==> src/verilog/rcar_pkg.sv <==
/*
  constants for the clock, calendar and alarm register block: register
  offsets, field positions, key values, codes and timing figures.
  assumes a 32-bit avalon-mm master with byte addresses and a slow
  reference clock sampled on the 25 mhz ref_clk.
*/
package rcar_pkg;
  localparam logic [4:0] OFS_CFG  = 5'h00;
  localparam logic [4:0] OFS_TWIN = 5'h04;
  localparam logic [4:0] OFS_AWIN = 5'h08;
  localparam logic [4:0] OFS_ACFG = 5'h0c;
  localparam logic [4:0] OFS_PAD  = 5'h10;
  localparam logic [4:0] OFS_KEY  = 5'h14;
  localparam int B_EN = 15;
  localparam int B_UNL = 13;
  localparam int B_OE = 10;
  localparam int B_AON = 15;
  localparam int B_CHIME = 14;
  localparam int PAD_SEL_LSB = 1;
  localparam logic [7:0] KEY_FIRST  = 8'h55;
  localparam logic [7:0] KEY_SECOND = 8'haa;
  localparam logic [1:0] PTR_MS = 2'h0;
  localparam logic [1:0] PTR_WH = 2'h1;
  localparam logic [1:0] PTR_MD = 2'h2;
  localparam logic [1:0] PTR_YR = 2'h3;
  localparam logic [1:0] SRC_ALARM = 2'h0;
  localparam logic [1:0] SRC_SECOND = 2'h1;
  localparam logic [1:0] SRC_REF = 2'h2;
  localparam logic [7:0] SEC_MAX = 8'h59;
  localparam logic [7:0] HR_MAX = 8'h23;
  localparam logic [2:0] WD_MAX = 3'h6;
  localparam logic [7:0] REPEAT_ALL = 8'hff;
  localparam int REF_PER_SEC = 32768;
  localparam int RIPPLE_TICKS = 16;
  typedef enum logic [3:0] {
    RCAR_M_HALF, RCAR_M_SEC, RCAR_M_10S, RCAR_M_MIN, RCAR_M_10M,
    RCAR_M_HOUR, RCAR_M_DAY, RCAR_M_WEEK, RCAR_M_MONTH, RCAR_M_YEAR
  } rcar_mask_t;
  typedef enum logic [1:0] {
    RCAR_K_IDLE, RCAR_K_GOT1, RCAR_K_ARMED
  } rcar_key_t;
endpackage

==> src/verilog/rcar_regs.sv <==
/*
  register block of the clock, calendar and alarm unit: avalon-mm slave,
  pointer windows, write lock with key sequence, alarm and pin select.
  assumes por_rst and sys_rst are synchronous to ref_clk and that the
  reference oscillators and select strap arrive as unrelated levels.
*/
// Design decisions made here: the register addresses and register access over Avalon-MM.
`timescale 1ns/100ps
module rcar_regs
  import rcar_pkg::*;
(
  // clock and resets
  input  wire logic        ref_clk,
  input  wire logic        sys_rst,
  input  wire logic        por_rst,
  // avalon-mm slave
  input  wire logic [4:0]  avs_address,
  input  wire logic        avs_read,
  input  wire logic        avs_write,
  input  wire logic [31:0] avs_writedata,
  input  wire logic [3:0]  avs_byteenable,
  output logic      [31:0] avs_readdata,
  output logic             avs_waitrequest,
  // reference oscillators and select strap
  input  wire logic        secondary_crystal_osc,
  input  wire logic        low_power_rc_osc,
  input  wire logic        reference_clock_select,
  // clock output pin and alarm event
  output logic             clock_pin_out,
  output logic             clock_pin_oe_n,
  output logic             alarm_event
);
  import rcar_pkg::*;

  logic        resp_r, rd_acc, wr_acc, lo_we, hi_we;
  logic        en_r, unl_r, oe_r;
  logic [1:0]  tptr_r, aptr_r, pin_sel_r;
  logic [7:0]  trim_r, rpt_r, yr_r;
  logic [6:0]  sec_r, min_r, a_sec_r, a_min_r;
  logic [5:0]  hr_r, day_r, a_hr_r, a_day_r;
  logic [4:0]  mon_r, a_mon_r;
  logic [2:0]  wd_r, a_wd_r;
  logic        al_on_r, chime_r, al_tog_r, tick_d_r, half_d_r;
  rcar_mask_t  ivl_r;
  rcar_key_t   key_r;
  logic [2:0]  sync_lv;
  logic        ref_lvl, ref_d_r, ref_tick;
  logic        sec_tick, half_tick, half_flag, ripple_flag;
  logic        half_clr, match, alarm_ev, pin_src;
  logic        tw_rd, tw_hi_wr, aw_rd, aw_hi_wr, sec_wrap, min_wrap;
  logic        tw_lo_we, tw_hi_we, aw_lo_we, aw_hi_we;
  logic        cfg_lo_we, cfg_hi_we, acfg_lo_we, acfg_hi_we;
  logic [15:0] rd_mux;

  // bcd step with wrap at mx
  function automatic logic [7:0] bcd_inc(input logic [7:0] v,
                                         input logic [7:0] mx);
    if (v == mx) begin
      return 8'h00;
    end else if (v[3:0] == 4'h9) begin
      return {v[7:4] + 4'h1, 4'h0};
    end else begin
      return v + 8'h01;
    end
  endfunction

  // one wait state: read data stands at the accepting edge
  assign avs_waitrequest = (avs_read | avs_write) & ~resp_r;
  assign rd_acc = avs_read & resp_r;
  assign wr_acc = avs_write & resp_r;
  assign lo_we = wr_acc & avs_byteenable[0];
  assign hi_we = wr_acc & avs_byteenable[1];

  assign cfg_lo_we  = lo_we && (avs_address == OFS_CFG);
  assign cfg_hi_we  = hi_we && (avs_address == OFS_CFG);
  assign acfg_lo_we = lo_we && (avs_address == OFS_ACFG);
  assign acfg_hi_we = hi_we && (avs_address == OFS_ACFG);
  assign tw_lo_we   = lo_we && (avs_address == OFS_TWIN);
  assign tw_hi_we   = hi_we && (avs_address == OFS_TWIN);
  assign aw_lo_we   = lo_we && (avs_address == OFS_AWIN);
  assign aw_hi_we   = hi_we && (avs_address == OFS_AWIN);
  // byte and word reads look alike, so any window read steps
  assign tw_rd    = rd_acc && (avs_address == OFS_TWIN);
  assign aw_rd    = rd_acc && (avs_address == OFS_AWIN);
  assign tw_hi_wr = tw_hi_we;
  assign aw_hi_wr = aw_hi_we;
  assign half_clr = tw_lo_we && (tptr_r == PTR_MS);

  always_ff @(posedge ref_clk) begin
    if (sys_rst) begin
      resp_r       <= 1'b0;
      avs_readdata <= 32'h0000_0000;
    end else begin
      resp_r <= (avs_read | avs_write) & ~resp_r;
      if (avs_read && !resp_r) begin
        avs_readdata <= {16'h0000, rd_mux};
      end
    end
  end

  always_comb begin
    rd_mux = 16'h0000;
    unique case (avs_address)
      OFS_CFG: rd_mux = {en_r, 1'b0, unl_r, ripple_flag, half_flag, oe_r,
                         tptr_r, trim_r};
      OFS_TWIN: begin
        unique case (tptr_r)
          PTR_MS: rd_mux = {1'b0, min_r, 1'b0, sec_r};
          PTR_WH: rd_mux = {5'h00, wd_r, 2'h0, hr_r};
          PTR_MD: rd_mux = {3'h0, mon_r, 2'h0, day_r};
          PTR_YR: rd_mux = {8'h00, yr_r};
        endcase
      end
      OFS_AWIN: begin
        unique case (aptr_r)
          PTR_MS: rd_mux = {1'b0, a_min_r, 1'b0, a_sec_r};
          PTR_WH: rd_mux = {5'h00, a_wd_r, 2'h0, a_hr_r};
          PTR_MD: rd_mux = {3'h0, a_mon_r, 2'h0, a_day_r};
          PTR_YR: rd_mux = 16'h0000;
        endcase
      end
      OFS_ACFG: rd_mux = {al_on_r, chime_r, ivl_r, aptr_r, rpt_r};
      OFS_PAD:  rd_mux = {13'h0000, pin_sel_r, 1'b0};
      default:  rd_mux = 16'h0000;
    endcase
  end

  // unlock key: 55h then aah arms exactly the next bus write
  always_ff @(posedge ref_clk) begin
    if (sys_rst) begin
      key_r <= RCAR_K_IDLE;
    end else if (wr_acc) begin
      if (lo_we && avs_address == OFS_KEY &&
          avs_writedata[7:0] == KEY_FIRST) begin
        key_r <= RCAR_K_GOT1;
      end else if (lo_we && avs_address == OFS_KEY &&
                   avs_writedata[7:0] == KEY_SECOND &&
                   key_r == RCAR_K_GOT1) begin
        key_r <= RCAR_K_ARMED;
      end else begin
        key_r <= RCAR_K_IDLE;
      end
    end
  end

  // config keeps its state across system resets
  always_ff @(posedge ref_clk) begin
    if (por_rst) begin
      en_r   <= 1'b0;
      unl_r  <= 1'b0;
      oe_r   <= 1'b0;
      tptr_r <= PTR_MS;
      trim_r <= 8'h00;
    end else begin
      if (cfg_hi_we) begin
        oe_r   <= avs_writedata[B_OE];
        tptr_r <= avs_writedata[9:8];
        if (unl_r) begin
          en_r <= avs_writedata[B_EN];
        end
        // clearing is always allowed, setting only when armed
        unl_r <= avs_writedata[B_UNL] &
                 (unl_r | (key_r == RCAR_K_ARMED));
      end else if ((tw_rd || tw_hi_wr) && tptr_r != PTR_MS) begin
        tptr_r <= tptr_r - 2'h1;
      end
      if (cfg_lo_we) begin
        trim_r <= avs_writedata[7:0];
      end
    end
  end

  assign sec_wrap = ({1'b0, sec_r} == SEC_MAX);
  assign min_wrap = ({1'b0, min_r} == SEC_MAX);

  always_ff @(posedge ref_clk) begin
    if (sys_rst) begin
      sec_r <= '0;
      min_r <= '0;
      hr_r  <= '0;
      wd_r  <= '0;
      day_r <= '0;
      mon_r <= '0;
      yr_r  <= '0;
    end else begin
      if (sec_tick) begin
        sec_r <= 7'(bcd_inc({1'b0, sec_r}, SEC_MAX));
        if (sec_wrap) begin
          min_r <= 7'(bcd_inc({1'b0, min_r}, SEC_MAX));
          if (min_wrap) begin
            hr_r <= 6'(bcd_inc({2'h0, hr_r}, HR_MAX));
            if ({2'h0, hr_r} == HR_MAX) begin
              wd_r <= (wd_r == WD_MAX) ? 3'h0 : wd_r + 3'h1;
            end
          end
        end
      end
      if (tw_lo_we && unl_r) begin
        unique case (tptr_r)
          PTR_MS: sec_r <= avs_writedata[6:0];
          PTR_WH: hr_r  <= avs_writedata[5:0];
          PTR_MD: day_r <= avs_writedata[5:0];
          PTR_YR: yr_r  <= avs_writedata[7:0];
        endcase
      end
      if (tw_hi_we && unl_r) begin
        unique case (tptr_r)
          PTR_MS: min_r <= avs_writedata[14:8];
          PTR_WH: wd_r  <= avs_writedata[10:8];
          PTR_MD: mon_r <= avs_writedata[12:8];
          PTR_YR: ;
        endcase
      end
    end
  end

  // compare one cycle after the tick, against the advanced time
  always_comb begin
    unique case (ivl_r)
      RCAR_M_HALF, RCAR_M_SEC: match = 1'b1;
      RCAR_M_10S:   match = (sec_r[3:0] == a_sec_r[3:0]);
      RCAR_M_MIN:   match = (sec_r == a_sec_r);
      RCAR_M_10M:   match = (sec_r == a_sec_r) &&
                            (min_r[3:0] == a_min_r[3:0]);
      RCAR_M_HOUR:  match = (sec_r == a_sec_r) && (min_r == a_min_r);
      RCAR_M_DAY:   match = (sec_r == a_sec_r) && (min_r == a_min_r) &&
                            (hr_r == a_hr_r);
      RCAR_M_WEEK:  match = (sec_r == a_sec_r) && (min_r == a_min_r) &&
                            (hr_r == a_hr_r) && (wd_r == a_wd_r);
      RCAR_M_MONTH: match = (sec_r == a_sec_r) && (min_r == a_min_r) &&
                            (hr_r == a_hr_r) && (day_r == a_day_r);
      RCAR_M_YEAR:  match = (sec_r == a_sec_r) && (min_r == a_min_r) &&
                            (hr_r == a_hr_r) && (day_r == a_day_r) &&
                            (mon_r == a_mon_r);
      default:      match = 1'b0;
    endcase
  end

  assign alarm_ev = al_on_r && match &&
                    (tick_d_r || (half_d_r && ivl_r == RCAR_M_HALF));

  always_ff @(posedge ref_clk) begin
    if (sys_rst) begin
      tick_d_r <= 1'b0;
      half_d_r <= 1'b0;
      al_on_r  <= 1'b0;
      chime_r  <= 1'b0;
      ivl_r    <= RCAR_M_HALF;
      aptr_r   <= PTR_MS;
      rpt_r    <= 8'h00;
    end else begin
      tick_d_r <= sec_tick;
      half_d_r <= half_tick;
      if (alarm_ev) begin
        if (rpt_r != 8'h00) begin
          rpt_r <= rpt_r - 8'h01;
        end else if (chime_r) begin
          rpt_r <= REPEAT_ALL;
        end else begin
          al_on_r <= 1'b0;
        end
      end
      // software write wins over the hardware update
      if (acfg_hi_we) begin
        al_on_r <= avs_writedata[B_AON];
        chime_r <= avs_writedata[B_CHIME];
        ivl_r   <= rcar_mask_t'(avs_writedata[13:10]);
        aptr_r  <= avs_writedata[9:8];
      end else if ((aw_rd || aw_hi_wr) && aptr_r != PTR_MS) begin
        aptr_r <= aptr_r - 2'h1;
      end
      if (acfg_lo_we) begin
        rpt_r <= avs_writedata[7:0];
      end
    end
  end

  always_ff @(posedge ref_clk) begin
    if (sys_rst) begin
      a_sec_r <= '0;
      a_min_r <= '0;
      a_hr_r  <= '0;
      a_wd_r  <= '0;
      a_day_r <= '0;
      a_mon_r <= '0;
    end else begin
      if (aw_lo_we) begin
        unique case (aptr_r)
          PTR_MS: a_sec_r <= avs_writedata[6:0];
          PTR_WH: if (unl_r) a_hr_r <= avs_writedata[5:0];
          PTR_MD: if (unl_r) a_day_r <= avs_writedata[5:0];
          PTR_YR: ;
        endcase
      end
      if (aw_hi_we) begin
        unique case (aptr_r)
          PTR_MS: a_min_r <= avs_writedata[14:8];
          PTR_WH: if (unl_r) a_wd_r <= avs_writedata[10:8];
          PTR_MD: if (unl_r) a_mon_r <= avs_writedata[12:8];
          PTR_YR: ;
        endcase
      end
    end
  end

  rcar_sync #(
    .W (3)
  ) u_sync (
    .ref_clk  (ref_clk),
    .sys_rst  (sys_rst),
    .async_in ({reference_clock_select, secondary_crystal_osc,
                low_power_rc_osc}),
    .sync_out (sync_lv)
  );

  assign ref_lvl  = sync_lv[2] ? sync_lv[1] : sync_lv[0];
  assign ref_tick = ref_lvl & ~ref_d_r;

  rcar_timekeeper u_tk (
    .ref_clk     (ref_clk),
    .sys_rst     (sys_rst),
    .ref_tick    (ref_tick),
    .run         (en_r),
    .trim        (trim_r),
    .minute_end  (sec_wrap),
    .half_clr    (half_clr),
    .sec_tick    (sec_tick),
    .half_tick   (half_tick),
    .half_flag   (half_flag),
    .ripple_flag (ripple_flag)
  );

  always_comb begin
    unique case (pin_sel_r)
      SRC_REF:    pin_src = ref_lvl;
      SRC_SECOND: pin_src = half_flag;
      SRC_ALARM:  pin_src = al_tog_r;
      default:    pin_src = 1'b0;
    endcase
  end

  // the alarm pulse toggles the pin so a slow observer still sees it
  always_ff @(posedge ref_clk) begin
    if (sys_rst) begin
      ref_d_r       <= 1'b0;
      pin_sel_r     <= SRC_ALARM;
      al_tog_r      <= 1'b0;
      alarm_event   <= 1'b0;
      clock_pin_out <= 1'b0;
    end else begin
      ref_d_r       <= ref_lvl;
      alarm_event   <= alarm_ev;
      clock_pin_out <= oe_r & pin_src;
      if (alarm_ev) begin
        al_tog_r <= ~al_tog_r;
      end
      if (lo_we && avs_address == OFS_PAD) begin
        pin_sel_r <= avs_writedata[PAD_SEL_LSB +: 2];
      end
    end
  end

  assign clock_pin_oe_n = ~oe_r;

  a_tptr_read_dec: assert property (@(posedge ref_clk)
    disable iff (sys_rst || por_rst)
    (tw_rd && tptr_r != PTR_MS) |=> (tptr_r == $past(tptr_r) - 2'h1))
    else $error("time pointer did not step on window read");
  a_aptr_write_dec: assert property (@(posedge ref_clk)
    disable iff (sys_rst || por_rst)
    (aw_hi_we && aptr_r != PTR_MS && !acfg_hi_we) |=>
    (aptr_r == $past(aptr_r) - 2'h1))
    else $error("alarm pointer did not step on high write");
  a_aptr_hold_zero: assert property (@(posedge ref_clk)
    disable iff (sys_rst || por_rst)
    (aptr_r == PTR_MS && !acfg_hi_we) |=> (aptr_r == PTR_MS))
    else $error("alarm pointer left zero by itself");
  a_time_lock: assert property (@(posedge ref_clk)
    disable iff (sys_rst || por_rst)
    (tw_lo_we && !unl_r && !sec_tick && tptr_r == PTR_MS) |=> $stable(sec_r))
    else $error("seconds written while locked");
  a_unlock_key: assert property (@(posedge ref_clk)
    disable iff (sys_rst || por_rst)
    $rose(unl_r) |-> ($past(key_r) == RCAR_K_ARMED))
    else $error("unlock set without key sequence");
  a_en_locked: assert property (@(posedge ref_clk)
    disable iff (sys_rst || por_rst)
    (cfg_hi_we && !unl_r) |=> $stable(en_r))
    else $error("enable changed while locked");
  a_half_clear: assert property (@(posedge ref_clk)
    disable iff (sys_rst || por_rst)
    half_clr |=> !half_flag [*2])
    else $error("half flag not cleared by min-sec write");
  a_pin_off: assert property (@(posedge ref_clk)
    disable iff (sys_rst || por_rst)
    (!oe_r && clock_pin_oe_n) |=> !clock_pin_out)
    else $error("pin driven while output disabled");
  a_alarm_autoclr: assert property (@(posedge ref_clk)
    disable iff (sys_rst || por_rst)
    (alarm_ev && rpt_r == 8'h00 && !chime_r && !acfg_hi_we) |=>
    !al_on_r ##1 alarm_event == 1'b0)
    else $error("alarm on not cleared after last repeat");
  a_rpt_wrap: assert property (@(posedge ref_clk)
    disable iff (sys_rst || por_rst)
    (alarm_ev && rpt_r == 8'h00 && chime_r && !acfg_lo_we &&
     !acfg_hi_we) |=>
    (rpt_r == REPEAT_ALL && al_on_r == $past(al_on_r)))
    else $error("chime repeat counter did not wrap");
endmodule

==> src/verilog/rcar_sync.sv <==
/*
  two-flop synchroniser for a group of slow, unrelated levels.
  assumes each bit changes far slower than ref_clk; bits are not coherent.
*/
`timescale 1ns/100ps
module rcar_sync #(
  parameter int W = 1
) (
  // clock and reset
  input  wire logic         ref_clk,
  input  wire logic         sys_rst,
  // levels
  input  wire logic [W-1:0] async_in,
  output logic      [W-1:0] sync_out
);
  logic [W-1:0] meta_r;

  always_ff @(posedge ref_clk) begin
    if (sys_rst) begin
      meta_r   <= '0;
      sync_out <= '0;
    end else begin
      meta_r   <= async_in;
      sync_out <= meta_r;
    end
  end
endmodule

==> src/verilog/rcar_timekeeper.sv <==
/*
  one-second prescaler on reference clock edges, with per-minute drift
  trim, half-second and ripple flags.
  assumes ref_tick is a one-cycle pulse per reference edge and that
  minute_end is high while the seconds field reads 59.
*/
`timescale 1ns/100ps
module rcar_timekeeper
  import rcar_pkg::*;
#(
  parameter int PER_SEC = REF_PER_SEC,
  parameter int PRE_W   = 17
) (
  // clock and reset
  input  wire logic       ref_clk,
  input  wire logic       sys_rst,
  // control
  input  wire logic       ref_tick,
  input  wire logic       run,
  input  wire logic [7:0] trim,
  input  wire logic       minute_end,
  input  wire logic       half_clr,
  // status
  output logic            sec_tick,
  output logic            half_tick,
  output logic            half_flag,
  output logic            ripple_flag
);
  localparam logic signed [PRE_W-1:0] LAST = PRE_W'(PER_SEC - 1);
  localparam logic signed [PRE_W-1:0] HALF = PRE_W'(PER_SEC / 2);
  localparam logic signed [PRE_W-1:0] RIP = PRE_W'(PER_SEC - RIPPLE_TICKS);

  logic signed [PRE_W-1:0] pre_r;
  logic signed [PRE_W-1:0] trim_load;

  // four pulses per count: a positive start skips pulses, negative adds
  assign trim_load = {{(PRE_W - 10){trim[7]}}, trim, 2'b00};

  always_ff @(posedge ref_clk) begin
    if (sys_rst) begin
      pre_r     <= '0;
      sec_tick  <= 1'b0;
      half_tick <= 1'b0;
    end else begin
      sec_tick  <= 1'b0;
      half_tick <= 1'b0;
      if (half_clr) begin
        pre_r <= '0;
      end else if (run && ref_tick) begin
        if (pre_r >= LAST) begin
          sec_tick <= 1'b1;
          pre_r    <= minute_end ? trim_load : '0;
        end else begin
          pre_r     <= pre_r + PRE_W'(1);
          half_tick <= (pre_r == HALF - PRE_W'(1));
        end
      end
    end
  end

  assign half_flag   = (pre_r >= HALF);
  assign ripple_flag = run && (pre_r >= RIP);
endmodule

==> config.mk <==
export PLATFORM = sky130hd
export DESIGN_NAME = rcar_regs
export DESIGN_NICKNAME = d
export VERILOG_FILES = /design/src/verilog/rcar_pkg.sv /design/src/verilog/rcar_regs.sv /design/src/verilog/rcar_sync.sv /design/src/verilog/rcar_timekeeper.sv
export SDC_FILE = /design/constraint.sdc
export NUM_CORES = 1
export LEC_CHECK = 0
export BUFFER_PORTS_ARGS = -buffer_cell sky130_fd_sc_hd__buf_2
export CAP_MARGIN = 20
export CORE_MARGIN = 2
export CORE_UTILIZATION = 50
export CTS_BUF_LIST = sky130_fd_sc_hd__clkbuf_16
export DETAILED_ROUTE_END_ITERATION = 10
export PLACE_DENSITY = 0.73
export SLEW_MARGIN = 20
export SYNTH_ARGS = -nofsm -noshare
export SYNTH_HDL_FRONTEND = slang
export SYNTH_SLANG_ARGS = --single-unit
export TNS_END_PERCENT = 100
==> constraint.sdc <==
create_clock -name ref_clk -period 2.5 [get_ports ref_clk]
set_clock_uncertainty 0.2 [all_clocks]
set_input_delay 0.125 -clock ref_clk [delete_from_list [all_inputs] [get_ports ref_clk]]
set_output_delay 0.125 -clock ref_clk [all_outputs]
set_load 0.01 [all_outputs]
Word level (Yosys, flattened, before mapping)

Index checks and enable logic that the tools add are counted.

Bits in registers: 157
Bits of input ports: 49
Output and inout bits: 36
Word-level logic and storage cells: 224

$add $sub $neg: 11
$lt $le $gt $ge: 3
Equality and inequality tests: 44
Mux-type cells: 48
Bitwise operators: 15
Reduce and logical (&&, ||, !) cells: 65

Operators with widths:

| cell                  | number |
|---|---|
| $pmux 16 s4           | 2 |
| $pmux 16 s5           | 1 |
| $mux 7                | 11 |
| $ge 17x16->1 const B  | 3 |
| $mux 6                | 7 |
| $mux 17               | 2 |
| $logic_and 1x1->1     | 32 |
| $mux 8                | 4 |
| $mux 3                | 7 |
| $eq 4x4->1 const B    | 5 |
| $add 17x2->17 const B | 1 |
| $eq 17x15->1 const B  | 1 |
| $eq 4x3->1 const B    | 4 |
| $reduce_and 3->1      | 5 |
| $add 7x1->7 const B   | 2 |
| $eq 7x7->1            | 2 |
| $eq 7x7->1 const B    | 2 |
| $reduce_and 2->1      | 7 |
| $eq 2x2->1 const B    | 6 |
| $eq 6x6->1            | 2 |
| $mux 2                | 6 |
| $reduce_bool 2->1     | 6 |
| $eq 5x4->1 const B    | 2 |
| $eq 5x5->1 const B    | 2 |
| 34 further kinds      | 64 |

Longest topological paths before layout

Depth after elaboration: 10
Depth in mapped cells: 10
Gate-level depth less buffers: 9

Hierarchy

A second synthesis with hierarchy kept.

Cell total of the unflattened synthesis: 1,096
Area, all modules: 8,708.4 µm²

Modules (own cells, without submodules):

| module          | times used | cells each | area each (µm²) | seq. area each (µm²) |
|---|---|---|---|---|
| rcar_regs       | 1          | 932        | 7,379.6         | 2,642.5 |
| rcar_timekeeper | 1          | 152        | 1,171.1         | 380.4 |
| rcar_sync       | 1          | 12         | 157.7           | 120.1 |

Worst setup path before layout

OpenSTA, ideal clock, no wires.

Kind: register to register
Start point: register sec_r[0]
End point: register wd_r[1]
Library setup time: 0.086 ns
Arrival time: 2.127 ns
Data required time: 2.214 ns
Setup slack: 0.087 ns
Cell stages (with the launch flop): 10
Buffers on the path: 1
Clock period less this slack: 2.413 ns
Path through: dfxtp_1 ha_1 nor2b_1 and4_1 clkbuf_1 and3_1 and4b_1 and3b_1 a21oi_1 a211oi_1

Word-level cells in the longest chain between the ends: 5

Ends and longest elaborated chain:

| what                   | line             | text |
|---|---|---|
| from (decl)            | rcar_regs.sv:39  | `logic [6:0] sec_r, min_r, a_sec_r, a_min_r;` |
| from (signal assigned) | rcar_regs.sv:187 | `sec_r <= 7'(bcd_inc({1'b0, sec_r}, SEC_MAX));` |
| from (signal assigned) | rcar_regs.sv:200 | `PTR_MS: sec_r <= avs_writedata[6:0];` |
| $eq 7x7->1 *           | rcar_regs.sv:173 | `assign sec_wrap = ({1'b0, sec_r} == SEC_MAX);` |
| $mux 3 *               | rcar_regs.sv:188 | `if (sec_wrap) begin` |
| $mux 3 *               | rcar_regs.sv:186 | `if (sec_tick) begin` |
| $mux 3                 | rcar_regs.sv:207 | `unique case (tptr_r)` |
| $mux 3 *               | rcar_regs.sv:206 | `if (tw_hi_we && unl_r) begin` |
| to (signal assigned)   | rcar_regs.sv:193 | `wd_r <= (wd_r == WD_MAX) ? 3'h0 : wd_r + 3'h1;` |
| to (signal assigned)   | rcar_regs.sv:209 | `PTR_WH: wd_r <= avs_writedata[10:8];` |
| to (decl)              | rcar_regs.sv:42  | `logic [2:0] wd_r, a_wd_r;` |

Every way passes the cells marked *; elsewhere a longest branch is shown, timed or not.
A chain may end at the register's enable or synchronous reset.

Worst setup path after layout

Start point: register ivl_r[0]
End point: register rpt_r[7]

Word-level cells in the longest chain between the ends: 7
Elaborated cells between the ends (all ways): 18
Classes of those cells: eq/ne: 9; mux: 1; reduce/logical: 8

Ends and longest elaborated chain:

| what                                                 | line                               | text |
|---|---|---|
| from (decl)                                          | rcar_regs.sv:44                    | `rcar_mask_t ivl_r;` |
| from (signal assigned)                               | rcar_regs.sv:267                   | `ivl_r <= rcar_mask_t'(avs_writedata[13:10]);` |
| $eq 4x1->1 / $logic_not 4->1 (equally long branches) | rcar_regs.sv:219, rcar_regs.sv:240 |  |
| $reduce_or 2->1                                      | rcar_regs.sv:219                   | `unique case (ivl_r)` |
| $pmux 1 s9                                           | rcar_regs.sv:219                   |  |
| $logic_and 1x1->1                                    | rcar_regs.sv:239                   | `assign alarm_ev = al_on_r && match &&` |
| $logic_and 1x1->1 *                                  | rcar_regs.sv:239                   |  |
| $reduce_bool 2->1 (no line) *                        | --                                 |  |
| $reduce_and 2->1 (no line) *                         | --                                 |  |
| to (signal assigned)                                 | rcar_regs.sv:256                   | `rpt_r <= rpt_r - 8'h01;` |
| to (signal assigned)                                 | rcar_regs.sv:273                   | `rpt_r <= avs_writedata[7:0];` |
| to (decl)                                            | rcar_regs.sv:38                    | `logic [7:0] trim_r, rpt_r, yr_r;` |

Marks and branches as above.

==> impl_metrics.py <==
metrics = {
    "detailed_routing": {
        "num_vias": 8930,
        "drt_iter0_drc": 992,
        "drc": 2,
        "wl_per_cell_um": 18.8,
        "first_pass_iters": 11,
        "avgViaCountPerCell": 5.98,
        "ant_nets": 0,
        "wl_mm": 28.0,
    },
    "synthesis": {
        "synth_cell_types": 73,
        "synth_xor_area_share_pct": 4.29,
        "syn_avg_cell_area_um2": 7.67,
        "yosys.area.top_type": "dfxtp_1",
        "synth_compound_area_share_pct": 20.9,
        "synth_top_family_by_area": "simple AND/OR/NAND/NOR gates",
        "synthArstFlopShare_pct": 0,
        "ys_ff_latch": 157,
        "synth_fa_ha_area_share_pct": 2.85,
        "synth_top_area_share_pct": 35.8,
        "synth_mux_area_share_pct": 5.01,
        "synth-simple-area-share_pct": 25.1,
        "netlist_area_mm2": 0.00878,
        "synthFlopType": "dfxtp_1",
        "synth_edf_count": 0,
        "yosys-top-cells-area": "dfxtp_1 36%, nand2_1 7.1%, a21oi_1 6.1%, nor2_1 5.0%, mux2i_1 4.0%",
        "ys_seq_area_share_pct": 35.8,
        "ys_warn_count": 0,
        "syn-instance-count": 1146,
    },
    "worst_setup_path": {
        "cp_slowest_cell": "or4b_4",
        "crit_family": "simple AND/OR/NAND/NOR gates",
        "cp_data_required_time_ns": 2.61,
        "cpPeakStageDelay_ns": 0.53,
        "regToRegEndpoint": "rpt_r[7]$_SDFFE_PP0P_",
        "r2r_setup_slack_ns": -0.01,
        "critical_path_class": "reg -> reg",
        "path_cells": "or4b_4 > a21oi_2 > o21ai_2 > or3_4 > o22ai_4 > mux2i_1 > a211oi_2",
        "cp_num_buf_inv": 0,
        "r2r.worst_path.cells": 7,
        "cp.depth": 7,
        "r2r_start": "ivl_r[0]$_SDFFE_PP0P_",
        "cp-end-kind": "flop",
        "worstPathArrival_ns": 2.62,
        "critPathLaunchType": "flop",
        "path_max_fanout": 7,
    },
    "die": {
        "fp-row-count": 48,
        "die_area_mm2": 0.0186,
        "dieWidth_um": 137,
        "initial_core_util_pct": 51.0,
        "die_h_um": 137,
        "core_mm2": 0.0172,
        "io_pins": 85,
    },
    "grt": {
        "grt_max_degree": 74,
        "grt_pass1_wl_mm": 44.1,
        "antenna_found_initial": 1,
        "grt_pass1_vias": 8242,
        "grt_use_total_pct": 30.5,
        "grt.overflow.total": 0,
    },
    "sta": {
        "whs_ns": 0.0300,
        "setup_violations": 2,
        "slew_viol_final": 0,
        "setup_slack_ns": -0.00961,
        "slew_headroom_pct": 59.9,
        "setup_tns_ns": -0.0145,
        "rsz0062_at_grt": "true",
        "hold_viol": 0,
        "finalCriticalPeriod_ns": 2.51,
        "worst_pin_slew_ns": 0.600,
        "finalCritPeriodShare_pct": 100,
        "clock.fmax_mhz": 398,
    },
    "place": {
        "pre_cts_slack_ns": 0.0398,
        "place_area_mm2": 0.00967,
        "placement.io_buffers": 50,
        "hpwl_mm": 20.0,
        "place.gp.congestion": 0.987,
    },
    "final_layout": {
        "area.growth.synth_to_final_pct": 21.5,
        "layout-drive-gt1-share_pct": 17.1,
        "layout_common_cells": "166 x nand2_1, 154 x dfxtp_1, 116 x nor2_1",
        "stdcell_area_mm2": 0.0107,
        "layout_commonest_cell": "nand2_1",
        "num-nets-final": 1325,
    },
    "pwr": {
        "ir_drop_uv": 431,
        "powerDensity_mw_per_mm2": 512,
        "finalPower_mw": 5.46,
        "power_leakage_nw": 4.04,
    },
    "min_path": {
        "min-delay-start": "avs_address[4]",
        "whs_path_depth": 5,
        "holdPathEnd": "pin_sel_r[1]$_SDFFE_PP0P_",
        "hold_path.class": "in -> reg",
    },
    "clocking": {
        "clk_latency_ns": 0.44,
        "cts_root_buf": "clkbuf_16",
        "cts.reportedPaths.clkPinSlew_ns": 0.06,
        "cts_max_level": 4,
        "numCtsBuffers": 17,
        "cts_sinks": 157,
        "cts_tree": "yes",
        "cts_buffer_depth": 2,
    },
    "run": {
        "cap_violations": 0,
    },
    "run_status": {
        "violations": "DRC, setup timing",
        "status": "finished with violations",
    },
}
[kinds of logic after synthesis]
| kind of cell | after synthesis |
|---|---|
| buffers and inverters | 120 |
| and+or+nand+nor | 475 |
| adders and majority gates | 20 |
| DFF | 157 |
| other | 1 |
| AOI/OAI and AO/OA | 291 |
| xor gates and xnor gates | 43 |
| muxes | 39 |
[area by class of cell]
class                   instances  area, um^2
flip-flops and latches        157        3150
multi-input cells             884        5260
inverters                      22        82.6
repair buffers                174        1300
clock inverters                14         165
well taps                     225         282
clock buffers                  17         425
diodes                          1        2.50
fillers                      1495        6570
[through the flow]
step | instances | util [%]
global placement | 1430 | 56.1
CTS | 1488 | 61.1
finish | 1494 | 61.9
global route | 1493 | 61.9
floorplan | 1161 | -
detailed placement | 1430 | 56.1
[Yosys cell counts, drive strengths merged, types with 21 or more instances]
cell	n
a21oi	108
nor3	37
xor2	22
nor2	119
inv	22
xnor2	21
clkbuf	71
a22oi	24
buf	27
mux2i	35
nand3	59
nand2	167
o21ai	74
dfxtp	157
[per-layer routing]
layer / GRT usage, % / vias up / wire length, um
met5: 0 / - / 0
met4: 11.3 / 0 / 715
met3: 4.96 / 55 / 2380
met2: 48.2 / 429 / 13000
met1: 41.9 / 4192 / 11900
li1: - / 4254 / -
[power breakdown]
group,switching [mW],internal (mW)
registers,0.00531,2.51
logic,0.187,0.0904
clock network,1.10,1.57
[how the worst max path moves through the flow]
stage | from | endpoint | slack [ns]
detailed placement | a_wd_r[2]$_SDFFE_PP0P_ | al_tog_r$_SDFFE_PP0P_ | 0.04
global placement | a_wd_r[2]$_SDFFE_PP0P_ | al_tog_r$_SDFFE_PP0P_ | 0.07
global route | a_min_r[1]$_SDFFE_PP0P_ | rpt_r[1]$_SDFFE_PP0P_ | -0.09
finish | ivl_r[0]$_SDFFE_PP0P_ | rpt_r[7]$_SDFFE_PP0P_ | -0.01
floorplan | sec_r[0]$_SDFF_PP0_ | wd_r[1]$_SDFF_PP0_ | 0.09
CTS | avs_address[1] | yr_r[2]$_SDFFE_PP0P_ | 0.006
[registers in the layout, indices dropped and copies added (netlist names), 4 cells and up]
signal and count:
u_tk.pre_r 17, avs_readdata 16, rpt_r 8, trim_r 8, yr_r 8, a_min_r 7
a_sec_r 7, min_r 7, sec_r 7, a_day_r 6, a_hr_r 6, day_r 6
hr_r 6, a_mon_r 5, mon_r 5, ivl_r 4
[repair_timing]
| action | CTS | global route |
|---|---|---|
| gates resized for setup | 0 | 23 |
| hold buffers | 27 | 0 |
| endpoints found under the setup margin | 0 | 38 |
| setup buffers | 0 | 5 |
| endpoints found under the hold margin | 108 | 0 |
[worst register-to-register path, stage by stage (launching register included)]
cell,delay (ns)
dfxtp_1,0.31
or4b_4,0.53
a21oi_2,0.17
o21ai_2,0.13
or3_4,0.40
o22ai_4,0.27
mux2i_1,0.28
a211oi_2,0.09
No activity file was read; power rests on OpenSTA's default activity.
